===== src/logic/ipv_pkg.sv =====
// Constants, register map and carrier types of the interrupt vectoring unit.
// Assumes one APB clock domain and sources on the same clock.
package ipv_pkg;

  localparam int NPER = 30;
  localparam int NDBG = 3;
  localparam int NSRC = NPER + NDBG;
  localparam int AW   = 19;

  // Vector numbering
  localparam logic [6:0] PER_VEC0  = 7'h38;
  localparam logic [6:0] RSV_VEC_A = 7'h46;
  localparam logic [6:0] RSV_VEC_B = 7'h51;
  localparam logic [6:0] DBG_VEC0  = 7'h01;
  localparam logic [6:0] RST_SLOTS = 7'h02;

  localparam logic [AW-1:0] RST_BASE = 19'h00200;
  localparam logic [AW-1:0] VB_RESET = 19'h00000;

  // Register byte offsets
  localparam logic [11:0] OFS_DBG_PRIO = 12'h000;
  localparam logic [11:0] OFS_PRIO_LO  = 12'h004;
  localparam logic [11:0] OFS_PRIO_HI  = 12'h008;
  localparam logic [11:0] OFS_VBASE    = 12'h00C;
  localparam logic [11:0] OFS_PEND_PER = 12'h010;
  localparam logic [11:0] OFS_PEND_DBG = 12'h014;
  localparam logic [11:0] OFS_ACTIVE   = 12'h018;
  localparam logic [11:0] OFS_ISTAT    = 12'h01C;
  localparam logic [11:0] OFS_ICLR     = 12'h020;
  localparam logic [11:0] OFS_IEN      = 12'h024;

  // Debug priority register fields
  localparam int RX_FULL_LSB  = 4;
  localparam int TX_EMPTY_LSB = 2;
  localparam int TRACE_LSB    = 0;
  localparam logic [15:0] DBG_WMASK = 16'h003F;
  localparam logic [1:0]  PRIO_OFF  = 2'h0;

  // Event bits
  localparam int NEV      = 2;
  localparam int EV_NEW   = 0;
  localparam int EV_BLOCK = 1;

  typedef struct packed {
    logic          valid;
    logic [6:0]    vector;
    logic [1:0]    level;
    logic [AW-1:0] entry;
  } vec_out_s;

endpackage


===== src/logic/prio_pick.sv =====
// Combinational winner search over candidate sources.
// Assumes source index order equals vector number order.
`timescale 1ns/10ps
module prio_pick #(
  parameter int N = 4
) (
  input  wire logic [N-1:0]   cand,
  input  wire logic [2*N-1:0] lvl,
  output logic                found,
  output logic [5:0]          idx,
  output logic [1:0]          best
);

  always_comb begin
    found = 1'b0;
    idx   = 6'h00;
    best  = 2'h0;
    // Descending scan with >= leaves the lowest index among equals
    for (int i = N - 1; i >= 0; i--) begin
      if (cand[i] && (!found || lvl[2*i +: 2] >= best)) begin
        found = 1'b1;
        idx   = 6'(i);
        best  = lvl[2*i +: 2];
      end
    end
  end

endmodule


===== src/logic/irq_vectoring.sv =====
// Interrupt priority and vectoring unit with APB register access.
// Assumes request inputs are levels from logic on pclk.
//
// Summary of operation
// - Entry address is base plus twice vector
// - Entry addresses limited to 19 bits
// - Base 0x0200 never delivers vectors 0, 1
// - Peripheral vectors fixed 56..85, skip 70, 81
// - Debug priority bits 15..6 read zero
// - Receive-full priority in bits 5..4
// - Transmit-empty priority in bits 3..2
// - Trace-buffer priority in bits 1..0
// - Debug field 00 off, else levels 1..3
// - Peripheral field 00 off, else levels 0..2
// - Pending reported active low, resets to ones
//
// Chosen here: the register addresses and the APB register port.
`timescale 1ns/10ps
module irq_vectoring
  import ipv_pkg::*;
(
  input  wire logic            pclk,
  input  wire logic            presetn,
  input  wire logic            psel,
  input  wire logic            penable,
  input  wire logic            pwrite,
  input  wire logic [11:0]     paddr,
  input  wire logic [31:0]     pwdata,
  input  wire logic [3:0]      pstrb,
  output logic      [31:0]     prdata,
  output logic                 pready,
  output logic                 pslverr,
  input  wire logic [NPER-1:0] periph_req,
  input  wire logic [NDBG-1:0] dbg_req,
  output vec_out_s             core_vec,
  output logic                 irq
);

  logic [5:0]          dbg_prio_q;
  logic [2*NPER-1:0]   per_prio_q;
  logic [AW-1:0]       vbase_q;
  logic [NSRC-1:0]     pend_q;
  logic [NEV-1:0]      ist_q;
  logic [NEV-1:0]      ien_q;
  logic [31:0]         prdata_q;
  logic                pready_q;
  logic                pslverr_q;
  logic                irq_q;
  vec_out_s            vec_q;
  vec_out_s            vec_d;
  logic                blk_q;

  logic [NSRC-1:0]     elig;
  logic [NSRC-1:0]     req;
  logic [NSRC-1:0]     blk;
  logic [2*NSRC-1:0]   lvl;
  logic [6:0]          vnum [NSRC];
  logic                found;
  logic [5:0]          widx;
  logic [1:0]          wlvl;
  logic                blk_any;
  logic [NEV-1:0]      ev;

  logic                setup;
  logic                acc;
  logic                wr;
  logic                hit;
  logic [31:0]         wmask;
  logic [31:0]         rd_d;

  ////////////////////////////////////////////////////////////////////////////
  // Source table

  assign req = {periph_req, dbg_req};

  for (genvar g = 0; g < NDBG; g++) begin : g_dbg
    localparam int LSB = 2 * (NDBG - 1 - g);
    assign vnum[g] = DBG_VEC0 + 7'(g);
    assign elig[g] = dbg_prio_q[LSB +: 2] != PRIO_OFF;
    assign lvl[2*g +: 2] = dbg_prio_q[LSB +: 2];
    assign blk[g] = (vbase_q == RST_BASE) && (vnum[g] < RST_SLOTS);
  end

  for (genvar p = 0; p < NPER; p++) begin : g_per
    localparam int S = NDBG + p;
    logic [1:0] fld;
    assign fld     = per_prio_q[2*p +: 2];
    assign vnum[S] = PER_VEC0 + 7'(p);
    assign elig[S] = fld != PRIO_OFF && vnum[S] != RSV_VEC_A
                     && vnum[S] != RSV_VEC_B;
    assign lvl[2*S +: 2] = fld - 2'h1;
    assign blk[S] = 1'b0;
  end

  always_ff @(posedge pclk or negedge presetn) begin
    if (!presetn) begin
      pend_q <= '0;
    end else begin
      pend_q <= req & elig;
    end
  end

  ////////////////////////////////////////////////////////////////////////////
  // Arbitration and vector output

  prio_pick #(.N(NSRC)) u_pick (
    .cand  (pend_q & ~blk),
    .lvl   (lvl),
    .found (found),
    .idx   (widx),
    .best  (wlvl)
  );

  always_comb begin
    vec_d        = '0;
    vec_d.valid  = found;
    vec_d.level  = wlvl;
    vec_d.vector = found ? vnum[widx] : 7'h00;
    // two words per entry; 19-bit wrap
    vec_d.entry  = found ? vbase_q + AW'({vnum[widx], 1'b0}) : '0;
  end

  always_ff @(posedge pclk or negedge presetn) begin
    if (!presetn) begin
      vec_q <= '0;
    end else begin
      vec_q <= vec_d;
    end
  end

  ////////////////////////////////////////////////////////////////////////////
  // Events and interrupt

  assign blk_any = |(pend_q & blk);
  assign ev[EV_NEW]   = vec_d.valid &&
                        (!vec_q.valid || vec_d.vector != vec_q.vector);
  assign ev[EV_BLOCK] = blk_any && !blk_q;

  always_ff @(posedge pclk or negedge presetn) begin
    if (!presetn) begin
      blk_q <= 1'b0;
    end else begin
      blk_q <= blk_any;
    end
  end

  // Set beats a clear in the same cycle
  always_ff @(posedge pclk or negedge presetn) begin
    if (!presetn) begin
      ist_q <= '0;
    end else if (wr && paddr == OFS_ICLR) begin
      // Only bits written as one in enabled bytes are cleared
      ist_q <= (ist_q & ~(pwdata[NEV-1:0] & wmask[NEV-1:0])) | ev;
    end else begin
      ist_q <= ist_q | ev;
    end
  end

  always_ff @(posedge pclk or negedge presetn) begin
    if (!presetn) begin
      irq_q <= 1'b0;
    end else begin
      irq_q <= |(ist_q & ien_q);
    end
  end

  ////////////////////////////////////////////////////////////////////////////
  // APB slave

  assign setup = psel && !penable;
  assign acc   = psel && penable && pready_q;
  assign wr    = acc && pwrite;
  assign wmask = {{8{pstrb[3]}}, {8{pstrb[2]}}, {8{pstrb[1]}},
                  {8{pstrb[0]}}};

  always_comb begin
    hit  = 1'b1;
    rd_d = 32'h00000000;
    case (paddr)
      OFS_DBG_PRIO: rd_d = {26'h0000000, dbg_prio_q};
      OFS_PRIO_LO:  rd_d = per_prio_q[31:0];
      OFS_PRIO_HI:  rd_d = {4'h0, per_prio_q[2*NPER-1:32]};
      OFS_VBASE:    rd_d = {13'h0000, vbase_q};
      OFS_PEND_PER: rd_d = {2'h3, ~pend_q[NSRC-1:NDBG]};
      OFS_PEND_DBG: rd_d = {29'h1FFFFFFF, ~pend_q[NDBG-1:0]};
      OFS_ACTIVE:   rd_d = {22'h000000, vec_q.valid, vec_q.level,
                            vec_q.vector};
      OFS_ISTAT:    rd_d = {30'h00000000, ist_q};
      OFS_ICLR:     rd_d = 32'h00000000;
      OFS_IEN:      rd_d = {30'h00000000, ien_q};
      default:      hit  = 1'b0;
    endcase
  end

  // One wait-free access: answer prepared in setup cycle
  always_ff @(posedge pclk or negedge presetn) begin
    if (!presetn) begin
      pready_q  <= 1'b0;
      pslverr_q <= 1'b0;
      prdata_q  <= 32'h00000000;
    end else begin
      pready_q  <= setup;
      pslverr_q <= setup && !hit;
      prdata_q  <= (setup && !pwrite) ? rd_d : 32'h00000000;
    end
  end

  always_ff @(posedge pclk or negedge presetn) begin
    if (!presetn) begin
      dbg_prio_q <= '0;
    end else if (wr && paddr == OFS_DBG_PRIO) begin
      dbg_prio_q <= (dbg_prio_q & ~wmask[5:0])
                    | (pwdata[5:0] & wmask[5:0] & DBG_WMASK[5:0]);
    end
  end

  always_ff @(posedge pclk or negedge presetn) begin
    if (!presetn) begin
      per_prio_q <= '0;
    end else if (wr && paddr == OFS_PRIO_LO) begin
      per_prio_q[31:0] <= (per_prio_q[31:0] & ~wmask)
                          | (pwdata & wmask);
    end else if (wr && paddr == OFS_PRIO_HI) begin
      per_prio_q[2*NPER-1:32] <=
        (per_prio_q[2*NPER-1:32] & ~wmask[27:0])
        | (pwdata[27:0] & wmask[27:0]);
    end
  end

  always_ff @(posedge pclk or negedge presetn) begin
    if (!presetn) begin
      vbase_q <= VB_RESET;
    end else if (wr && paddr == OFS_VBASE) begin
      vbase_q <= (vbase_q & ~wmask[AW-1:0])
                 | (pwdata[AW-1:0] & wmask[AW-1:0]);
    end
  end

  always_ff @(posedge pclk or negedge presetn) begin
    if (!presetn) begin
      ien_q <= '0;
    end else if (wr && paddr == OFS_IEN) begin
      ien_q <= (ien_q & ~wmask[NEV-1:0]) | (pwdata[NEV-1:0] & wmask[NEV-1:0]);
    end
  end

  assign prdata   = prdata_q;
  assign pready   = pready_q;
  assign pslverr  = pslverr_q;
  assign core_vec = vec_q;
  assign irq      = irq_q;
endmodule


===== config.mk =====
export PLATFORM = sky130hd
export DESIGN_NAME = irq_vectoring
export DESIGN_NICKNAME = d
export VERILOG_FILES = /design/src/logic/ipv_pkg.sv /design/src/logic/prio_pick.sv /design/src/logic/irq_vectoring.sv
export SDC_FILE = /design/constraint.sdc
export NUM_CORES = 1
export LEC_CHECK = 0
export BUFFER_PORTS_ARGS = -buffer_cell sky130_fd_sc_hd__buf_2
export CAP_MARGIN = 20
export CELL_PAD_IN_SITES_DETAIL_PLACEMENT = 0
export CELL_PAD_IN_SITES_GLOBAL_PLACEMENT = 2
export CORE_AREA = 2 2 180 182
export CTS_CLUSTER_DIAMETER = 100
export DETAILED_ROUTE_END_ITERATION = 16
export DIE_AREA = 0 0 182 184
export PLACE_DENSITY_LB_ADDON = 0.1
export SLEW_MARGIN = 20
export SYNTH_ARGS = -nofsm -noshare
export SYNTH_HDL_FRONTEND = slang
export SYNTH_HIERARCHICAL = 1
export SYNTH_SLANG_ARGS = --single-unit

===== constraint.sdc =====
create_clock -name pclk -period 80.1 [get_ports pclk]
set_input_delay 0 -clock pclk [delete_from_list [all_inputs] [get_ports pclk]]
set_output_delay 0 -clock pclk [all_outputs]
set_load 0.01 [all_outputs]

; ---- Word level (Yosys, flattened, before mapping)
; Memory sizes are Yosys's and may differ from the RTL's.
; Cells that the tools add are included.
[totals]
elab_cells = 384
reg_bits = 187
rom_bits = 448
n_memories = 1
input_bits = 86
[memory_table]
columns = name, depth, width, read_ports, rd_clocked_by_memory_dff, write_ports, line
row1 = (no name shown), 64, 7, 1, 0, 0, irq_vectoring.sv:120  ; vec_d.entry = found ? vbase_q + AW'({vnum[widx], 1'b0}) : '0;
[op_classes]
muxes = 107
order_cmp = 33
n_reduce_logical = 152
eq_ne = 11
n_addsub = 31
bitwise_logic = 33
[ops]
columns = cell, n
row1 = $pmux 32 s9, 1
row2 = $mux 6, 33
row3 = $mux 2, 34
row4 = $and 33x33->33, 2
row5 = $and 32x32->32, 2
row6 = $ge 2x2->1, 32
row7 = $reduce_bool 2->1, 31
row8 = $sub 2x1->2 const B, 30
row9 = $and 28x28->28, 2
row10 = $eq 12x5->1 const B, 4
row11 = $logic_and 1x1->1, 46
row12 = $and 19x19->19, 2
row13 = $logic_not 1->1, 37
row14 = $mux 1, 34
row15 = $and 33x1->33, 1
row16 = $logic_or 1x1->1, 33
row17 = $not 1->33, 1
row18 = $reduce_or 33->1, 1
row19 = $mux 32, 1
row20 = $not 32->32, 1
row21 = $or 32x32->32, 1
row22 = $not 30->30, 1
row23 = $not 28->28, 1
row24 = $or 28x28->28, 1
row25 = 24 further kinds, 35

; ---- Depth between registers and ports, before layout
; Gate-level depths: netlist (run 1).
[depth]
ltp_word = 142
depth_mapped = 233
depth_no_buf = 233

; ---- Modules after synthesis
; Netlist (run 1), hierarchy kept.
[by_module_without_submodules]
columns = mod, cells_per_inst, seq_area_each_um2, n_inst, area_per_inst_um2
row1 = irq_vectoring, 828, 4629.4, 1, 8979.9
row2 = prio_pick, 527, 0.0, 1, 3465.8

; ---- Worst setup path before layout (run 1)
; Ideal clock, no wire load.
[synth_timing]
path_kind = flip-flop to flip-flop
start = register (tool-made name)
end = register vec_q, in the netlist core_vec[18]
n_path_buf = 0
t_arrival_ns = 38.697
setup_slack_ns = 41.270
setup_time_ns = 0.134
stages_incl_launch_ff = 214
period_less_slack_ns = 38.830
path_cell_list = dfrtp_1 > inv_1 > ha_1 > inv_1 > and2_1 > inv_1 > ha_1 > nor2b_1 > o22ai_1 > a21boi_0 > inv_1 > ha_1 > nor2b_1 > a2111o_1 > o221ai_1 > nor2_1 > ha_1 > nand2b_1 > (+178 left out) > ha_1 > nand2b_1 > a21oi_1 > o21ai_0 > nand2_1 > o21ai_0 > a31oi_1 > ha_1 > inv_1 > ha_1 > or2_2 > a21oi_1 > ha_1 > a21o_1 > a21o_1 > o31ai_1 > nor4_1 > mux2i_1
[synth_lines]
columns = item, line
row1 = "end signal, assigned", irq_vectoring.sv:127  ; vec_q <= vec_d;
row2 = "end, declared", irq_vectoring.sv:49  ; vec_out_s vec_q;

==> impl_metrics.env, run 1 <==
export IMPL_yosys_area_top_type="dfrtp_1"
export IMPL_hpwlAfterDp_um=32100
export IMPL_htreeDepth=4
export IMPL_io_pins=150
export IMPL_cp_slowest_stage_delay_ns=0.68
export IMPL_drc=0
export IMPL_cts_tree="done"
export IMPL_grt_use_met2_pct=43.7
export IMPL_grt_pass1_wl_um=63600
export IMPL_dieHeight_um=184
export IMPL_wirelength_um=41600
export IMPL_drt_wirelength_per_cell_um=21.0
export IMPL_rows=65
export IMPL_clk_latency_ns=0.45
export IMPL_finClkSkew_ns=0.0136
export IMPL_hold_path_class="input pin to flop"
export IMPL_firstDrtPassIters=5
export IMPL_yosysWarnings=6
export IMPL_fin_setup_tns_ns=0
export IMPL_synth_cell_type_count=92
export IMPL_layout_commonest_cell="dfrtp_1"
export IMPL_setup_viol=0
export IMPL_drt_vias_per_instance=5.48
export IMPL_critPathRequiredTime_ns=80.41
export IMPL_drv_slew=0
export IMPL_synth_top_area_share_pct=37.2
export IMPL_syn_avg_cell_area_um2=9.19
export IMPL_path_class="flop to flop"
export IMPL_synth_area_um2=12400
export IMPL_gp_congestion=0.890
export IMPL_cts_setup_buffers=0
export IMPL_fin_crit_ns=45.92
export IMPL_min_delay_path_depth=4
export IMPL_yosys_top_cells_area="dfrtp_1 (37%), ha_1 (7.8%), mux2_2 (7.7%)"
export IMPL_crit_slowest_cell="a31oi_1"
export IMPL_clockBufferDepth=2
export IMPL_vdd_drop_max_mv=0.0159
export IMPL_grt_pass1_vias=10600
export IMPL_hold_viol_final=0
export IMPL_critPathMaxFanout=8
export IMPL_crit_top_cell="ha_1"
export IMPL_layout_nets=1732
export IMPL_num_vias=10900
export IMPL_track_usage_pct=25.3
export IMPL_drive_gt1_share_pct=19.6
export IMPL_yosys_most_used_dff="dfrtp_1"
export IMPL_endpoint_kind="flop"
export IMPL_design_area_um2=14900
export IMPL_rsz0062_at_grt="false"
export IMPL_busiest_layer="met2"
export IMPL_slew_headroom_pct=32.9
export IMPL_initial_core_util_pct=39.6
export IMPL_ys_seq_elements=185
export IMPL_insertedDiodeCount=0
export IMPL_reg2regPathDepth=214
export IMPL_postRouteAntennaNets=0
export IMPL_fmax_mhz=21.8
export IMPL_drt_iter0_drc=677
export IMPL_cp_start_kind="flop"
export IMPL_cap_viol_max_count=0
export IMPL_die_area_um2=33500
export IMPL_yosysSeqAreaShare_pct=37.2
export IMPL_grt_overflow=0
export IMPL_synthArstFlopShare_pct=100
export IMPL_clock_sinks=185
export IMPL_status="completed"
export IMPL_whs_ns=0.0451
export IMPL_placed_area_um2=13600
export IMPL_root_buffer="clkbuf_16"
export IMPL_synthCells=1355
export IMPL_cts_made_buffers=17
export IMPL_layout_common_cells="dfrtp_1 (185), inv_1 (168), buf_2 (146)"
export IMPL_use_met3_pct=3.21
export IMPL_die_w_um=182
export IMPL_fin_crit_sh_pct=57.3
export IMPL_met1_usage_pct=32.3
export IMPL_worst_slew_pin_slew_ns=0.993
export IMPL_power_density_nw_per_um2=14.7
export IMPL_grt_start_max_net_pins=68
export IMPL_synth_edf_count=0
export IMPL_critPathArrivalTime_ns=46.23
export IMPL_portBuffers=147
export IMPL_coreArea_um2=31400
export IMPL_p_leak_nw=7.06
export IMPL_clk_pin_slew_ns=0.08
export IMPL_fillers=3108
export IMPL_area_delta_synth_final_pct=20.0
export IMPL_antenna_found_initial=1
[layout make-up]
| cell class | count | area [um2] | area share [%] |
|---|---|---|---|
| Multi-Input combinational cell | 968 | 7020 | 47.0 |
| Sequential cell | 185 | 4630 | 31.0 |
| Timing Repair Buffer | 227 | 1520 | 10.2 |
| Inverter | 168 | 631 | 4.22 |
| Tap cell | 402 | 503 | 3.37 |
| Clock buffer | 19 | 443 | 2.97 |
| Clock inverter | 13 | 191 | 1.28 |
[path summary, 6_finish.rpt]
path | slack (ns) | end | from
max | 34.18 | core_vec[16] | flop
max in group asynchronous | 78.76 | core_vec[21] | presetn
max reg2reg | 34.18 | core_vec[16] | flop
min in group asynchronous | 0.08 | prdata[10] | presetn
min | 0.05 | flop | pstrb[0]
min reg2reg | 0.42 | ist_q[1] | blk_q
[power breakdown]
part           leakage, nW  switching (W)  internal (W)  total [W]
clock                0.306      0.0000404     0.0000536  0.0000939
sequential            2.47     0.00000150     0.0000951  0.0000966
combinational         4.28      0.0000164     0.0000125  0.0000289
[metal layers]
metal,share of wire (%),up-vias
li1,-,5228
met2,49,276
met5,0,-
met4,3.3,0
met3,3.5,49
met1,44,5308
[per-stage QoR]
stage / total power, W / cells / utilization (%) / worst slack, ns
6_report: 0.000219 / 1982 / 47.6 / 34.18
2_1_floorplan: 0.000113 / 1365 / - / 41.27
5_1_grt: 0.000229 / 1982 / 47.6 / 30.53
3_5_place_dp: 0.000125 / 1880 / 43.3 / 34.94
4_1_cts: 0.000222 / 1982 / 47.6 / 34.67
3_3_place_gp: 0.000125 / 1880 / 43.3 / 35.30
[worst max-delay path: cells and delay by family, from the launching register on]
| family | cells | cell delay (ns) |
|---|---|---|
| adder cells (fa/ha/maj) | 35 | 9.34 |
| multiplexers | 9 | 3.06 |
| flip-flops | 1 | 0.39 |
| buffers and inverters | 7 | 0.60 |
| AND/OR/NAND/NOR | 78 | 12.48 |
| AO/OA/AOI/OAI | 85 | 19.94 |
[Yosys cell counts (7+ instances only)]
cell type and n:
nand4_1 7, nand2b_1 37, o31ai_1 11, dfrtp_1 185, and3_1 12, xor2_1 10, or4_1 7, nor2_1 69
and2_1 28, o211ai_1 13, o221ai_1 13, a31oi_1 17, nand2_1 110, buf_2 11, nor2b_1 49, nor3b_1 7
a211oi_1 9, mux2_2 85, o31a_1 7, clkbuf_1 23, xnor2_1 7, a32oi_1 7, inv_1 168, ha_1 78
a21oi_1 54, nor3_1 26, a21o_1 8, mux2i_1 11, nand3_1 22, o21ai_0 67, a22oi_1 23, a21boi_0 7
nor4_1 25, o21a_1 9
[cells by family after synthesis]
logic type      count (synthesis)  synth area share, %
compound gates                315                 18.0
xor+xnor                       17                 1.20
fa+ha+maj                      80                 8.08
buf+inv                       212                 6.81
flops                         185                 37.2
mux                            98                 8.94
other cells                     1               0.0301
simple gates                  447                 19.8
[timing repair]
item	CTS	global route
hold buffers	70	0
endpoints found under the hold margin	177	0
resized for setup	0	0
(Power assumes the default switching activity.)
==> run 2: changes to the inputs <==
CORE_AREA = 2 2 187 189   (was 2 2 180 182)
DIE_AREA = 0 0 189 191   (was 0 0 182 184)
clock period = 44.9 ns   (was 80.1 ns; I/O delays follow)
==> impl_metrics.env, run 2 (same netlist as run 1, synthesis figures left out) <==
export IMPL_reg2reg_slack_ns=2.93
export IMPL_seqCellArea_um2=4630
export IMPL_rows=68
export IMPL_grt_overflow=0
export IMPL_fin_setup_tns_ns=0
export IMPL_die_area_um2=36100
export IMPL_critPathTopFamily="compound AO/OA/AOI/OAI gates"
export IMPL_dieHeight_um=191
export IMPL_initial_core_util_pct=36.5
export IMPL_grt_pass1_vias=10800
export IMPL_cts_made_buffers=17
export IMPL_power_density_nw_per_um2=24.9
export IMPL_cp_start_kind="flop"
export IMPL_layout_commonest_cell="dfrtp_1"
export IMPL_grt_pass1_wl_um=66000
export IMPL_drt_vias_per_instance=5.33
export IMPL_gp_congestion=0.884
export IMPL_fin_crit_ns=41.97
export IMPL_cp_slowest_stage_delay_ns=0.54
export IMPL_hold_path_class="input pin to flop"
export IMPL_status="completed"
export IMPL_wirelength_um=43400
export IMPL_fmax_mhz=23.8
export IMPL_die_w_um=189
export IMPL_clk_pin_slew_ns=0.08
export IMPL_cts_tree="done"
export IMPL_num_vias=11100
export IMPL_drt_iter0_drc=698
export IMPL_slew_headroom_pct=31.6
export IMPL_vdd_drop_max_mv=0.0271
export IMPL_multiInputGateArea_um2=7170
export IMPL_fin_crit_sh_pct=93.5
export IMPL_crit_buf_inv=11
export IMPL_critPathMaxFanout=8
export IMPL_grt_start_max_net_pins=66
export IMPL_drive_gt1_share_pct=23.6
export IMPL_path_class="flop to flop"
export IMPL_design_area_um2=15500
export IMPL_fillers=3397
export IMPL_critPathArrivalTime_ns=42.28
export IMPL_clk_latency_ns=0.46
export IMPL_finClkSkew_ns=0.0135
export IMPL_endpoint_kind="flop"
export IMPL_drc=0
export IMPL_area_delta_synth_final_pct=24.3
export IMPL_firstDrtPassIters=5
export IMPL_layout_common_cells="dfrtp_1 (185), inv_1 (167), buf_2 (146)"
export IMPL_drv_slew=0
export IMPL_layout_nets=1779
export IMPL_critPathRequiredTime_ns=45.21
export IMPL_p_leak_nw=7.30
export IMPL_coreArea_um2=34100
export IMPL_hpwlAfterDp_um=33300
export IMPL_htreeDepth=4
export IMPL_cap_viol_max_count=0
export IMPL_worst_slew_pin_slew_ns=1.03
export IMPL_clock_sinks=185
export IMPL_clockBufferDepth=2
export IMPL_portBuffers=147
export IMPL_track_usage_pct=24.3
export IMPL_postRouteAntennaNets=0
export IMPL_placed_area_um2=14000
export IMPL_io_pins=150
export IMPL_setup_viol=0
export IMPL_crit_top_cell="ha_1"
export IMPL_drt_wirelength_per_cell_um=20.8
export IMPL_crit_slowest_cell="o41ai_4"
export IMPL_antenna_found_initial=0
export IMPL_hold_viol_final=0
export IMPL_root_buffer="clkbuf_16"
## run 2: cell count changes in the layout (fill, tap and decap cells not counted), moves of 3 or more
cell / before / now
buf_4: 10 / 57
o21ai_0: 67 / 62
a21oi_1: 54 / 51
a21oi_2: 0 / 3
bufinv_16: 4 / 1
inv_6: 2 / 5
nor2b_1: 49 / 46
## run 2: what timing repair did
item,CTS,global route
setup endpoints to repair,0,28
endpoints found under the hold margin,176,0
setup buffers,0,8
hold buffers,69,0
gates resized for setup,0,41
## run 2: worst paths after layout
check                           startpoint           end  depth (start not counted)
worst min-delay path              pstrb[0]      ist_q[0]                          5
worst min register to register       blk_q      ist_q[1]                          1
worst max register to register        flop  core_vec[10]                        218
worst max-delay path                  flop  core_vec[10]                        218
max in group asynchronous          presetn     async pin                          3
min in group asynchronous          presetn    pend_q[14]                          2
## run 2: per-stage QoR
step / instances / hold slack, ns / utilization [%] / power (W) / worst slack (ns)
final: 2083 / 0.0310 / 45.4 / 0.000386 / 2.93
after detailed placement: 1973 / 0.0226 / 40.9 / 0.000228 / 1.14
after floorplan: 1365 / -0.296 / - / 0.000202 / 6.07
after global placement: 1973 / 0.0184 / 40.9 / 0.000228 / 1.26
after CTS: 2074 / 0.00168 / 44.7 / 0.000389 / 0.914
after global routing: 2082 / 0.0367 / 45.3 / 0.000403 / -0.0528
## run 2: report_power, final
part           switching (W)  total (W)  internal [W]
Clock              0.0000760   0.000155     0.0000793
Sequential        0.00000252   0.000172      0.000170
Combinational      0.0000309  0.0000583     0.0000274
Total               0.000109   0.000386      0.000276
## run 2: layout make-up
type,instances,area share (%)
diodes,1,0.0162
flip-flops and latches,185,29.9
multi-input cells,968,46.4
clock buffers,19,2.80
inverters,168,4.08
well taps,455,3.68
clock inverters,13,0.995
repair buffers,274,12.2
## run 2: layer usage
layer	share of wire [%]	global-route usage (%)	vias up
met5	0	0	-
met4	3.5	9.50	0
met2	49	41.5	277
met1	44	31.4	5427
met3	3.3	2.99	52
li1	-	-	5354
## run 2: worst min-delay path, stage by stage
cell and delay [ns]:
buf_2 0.12, nand3_1 0.08, or4_1 0.13, o21ai_1 0.06, nand3_1 0.06
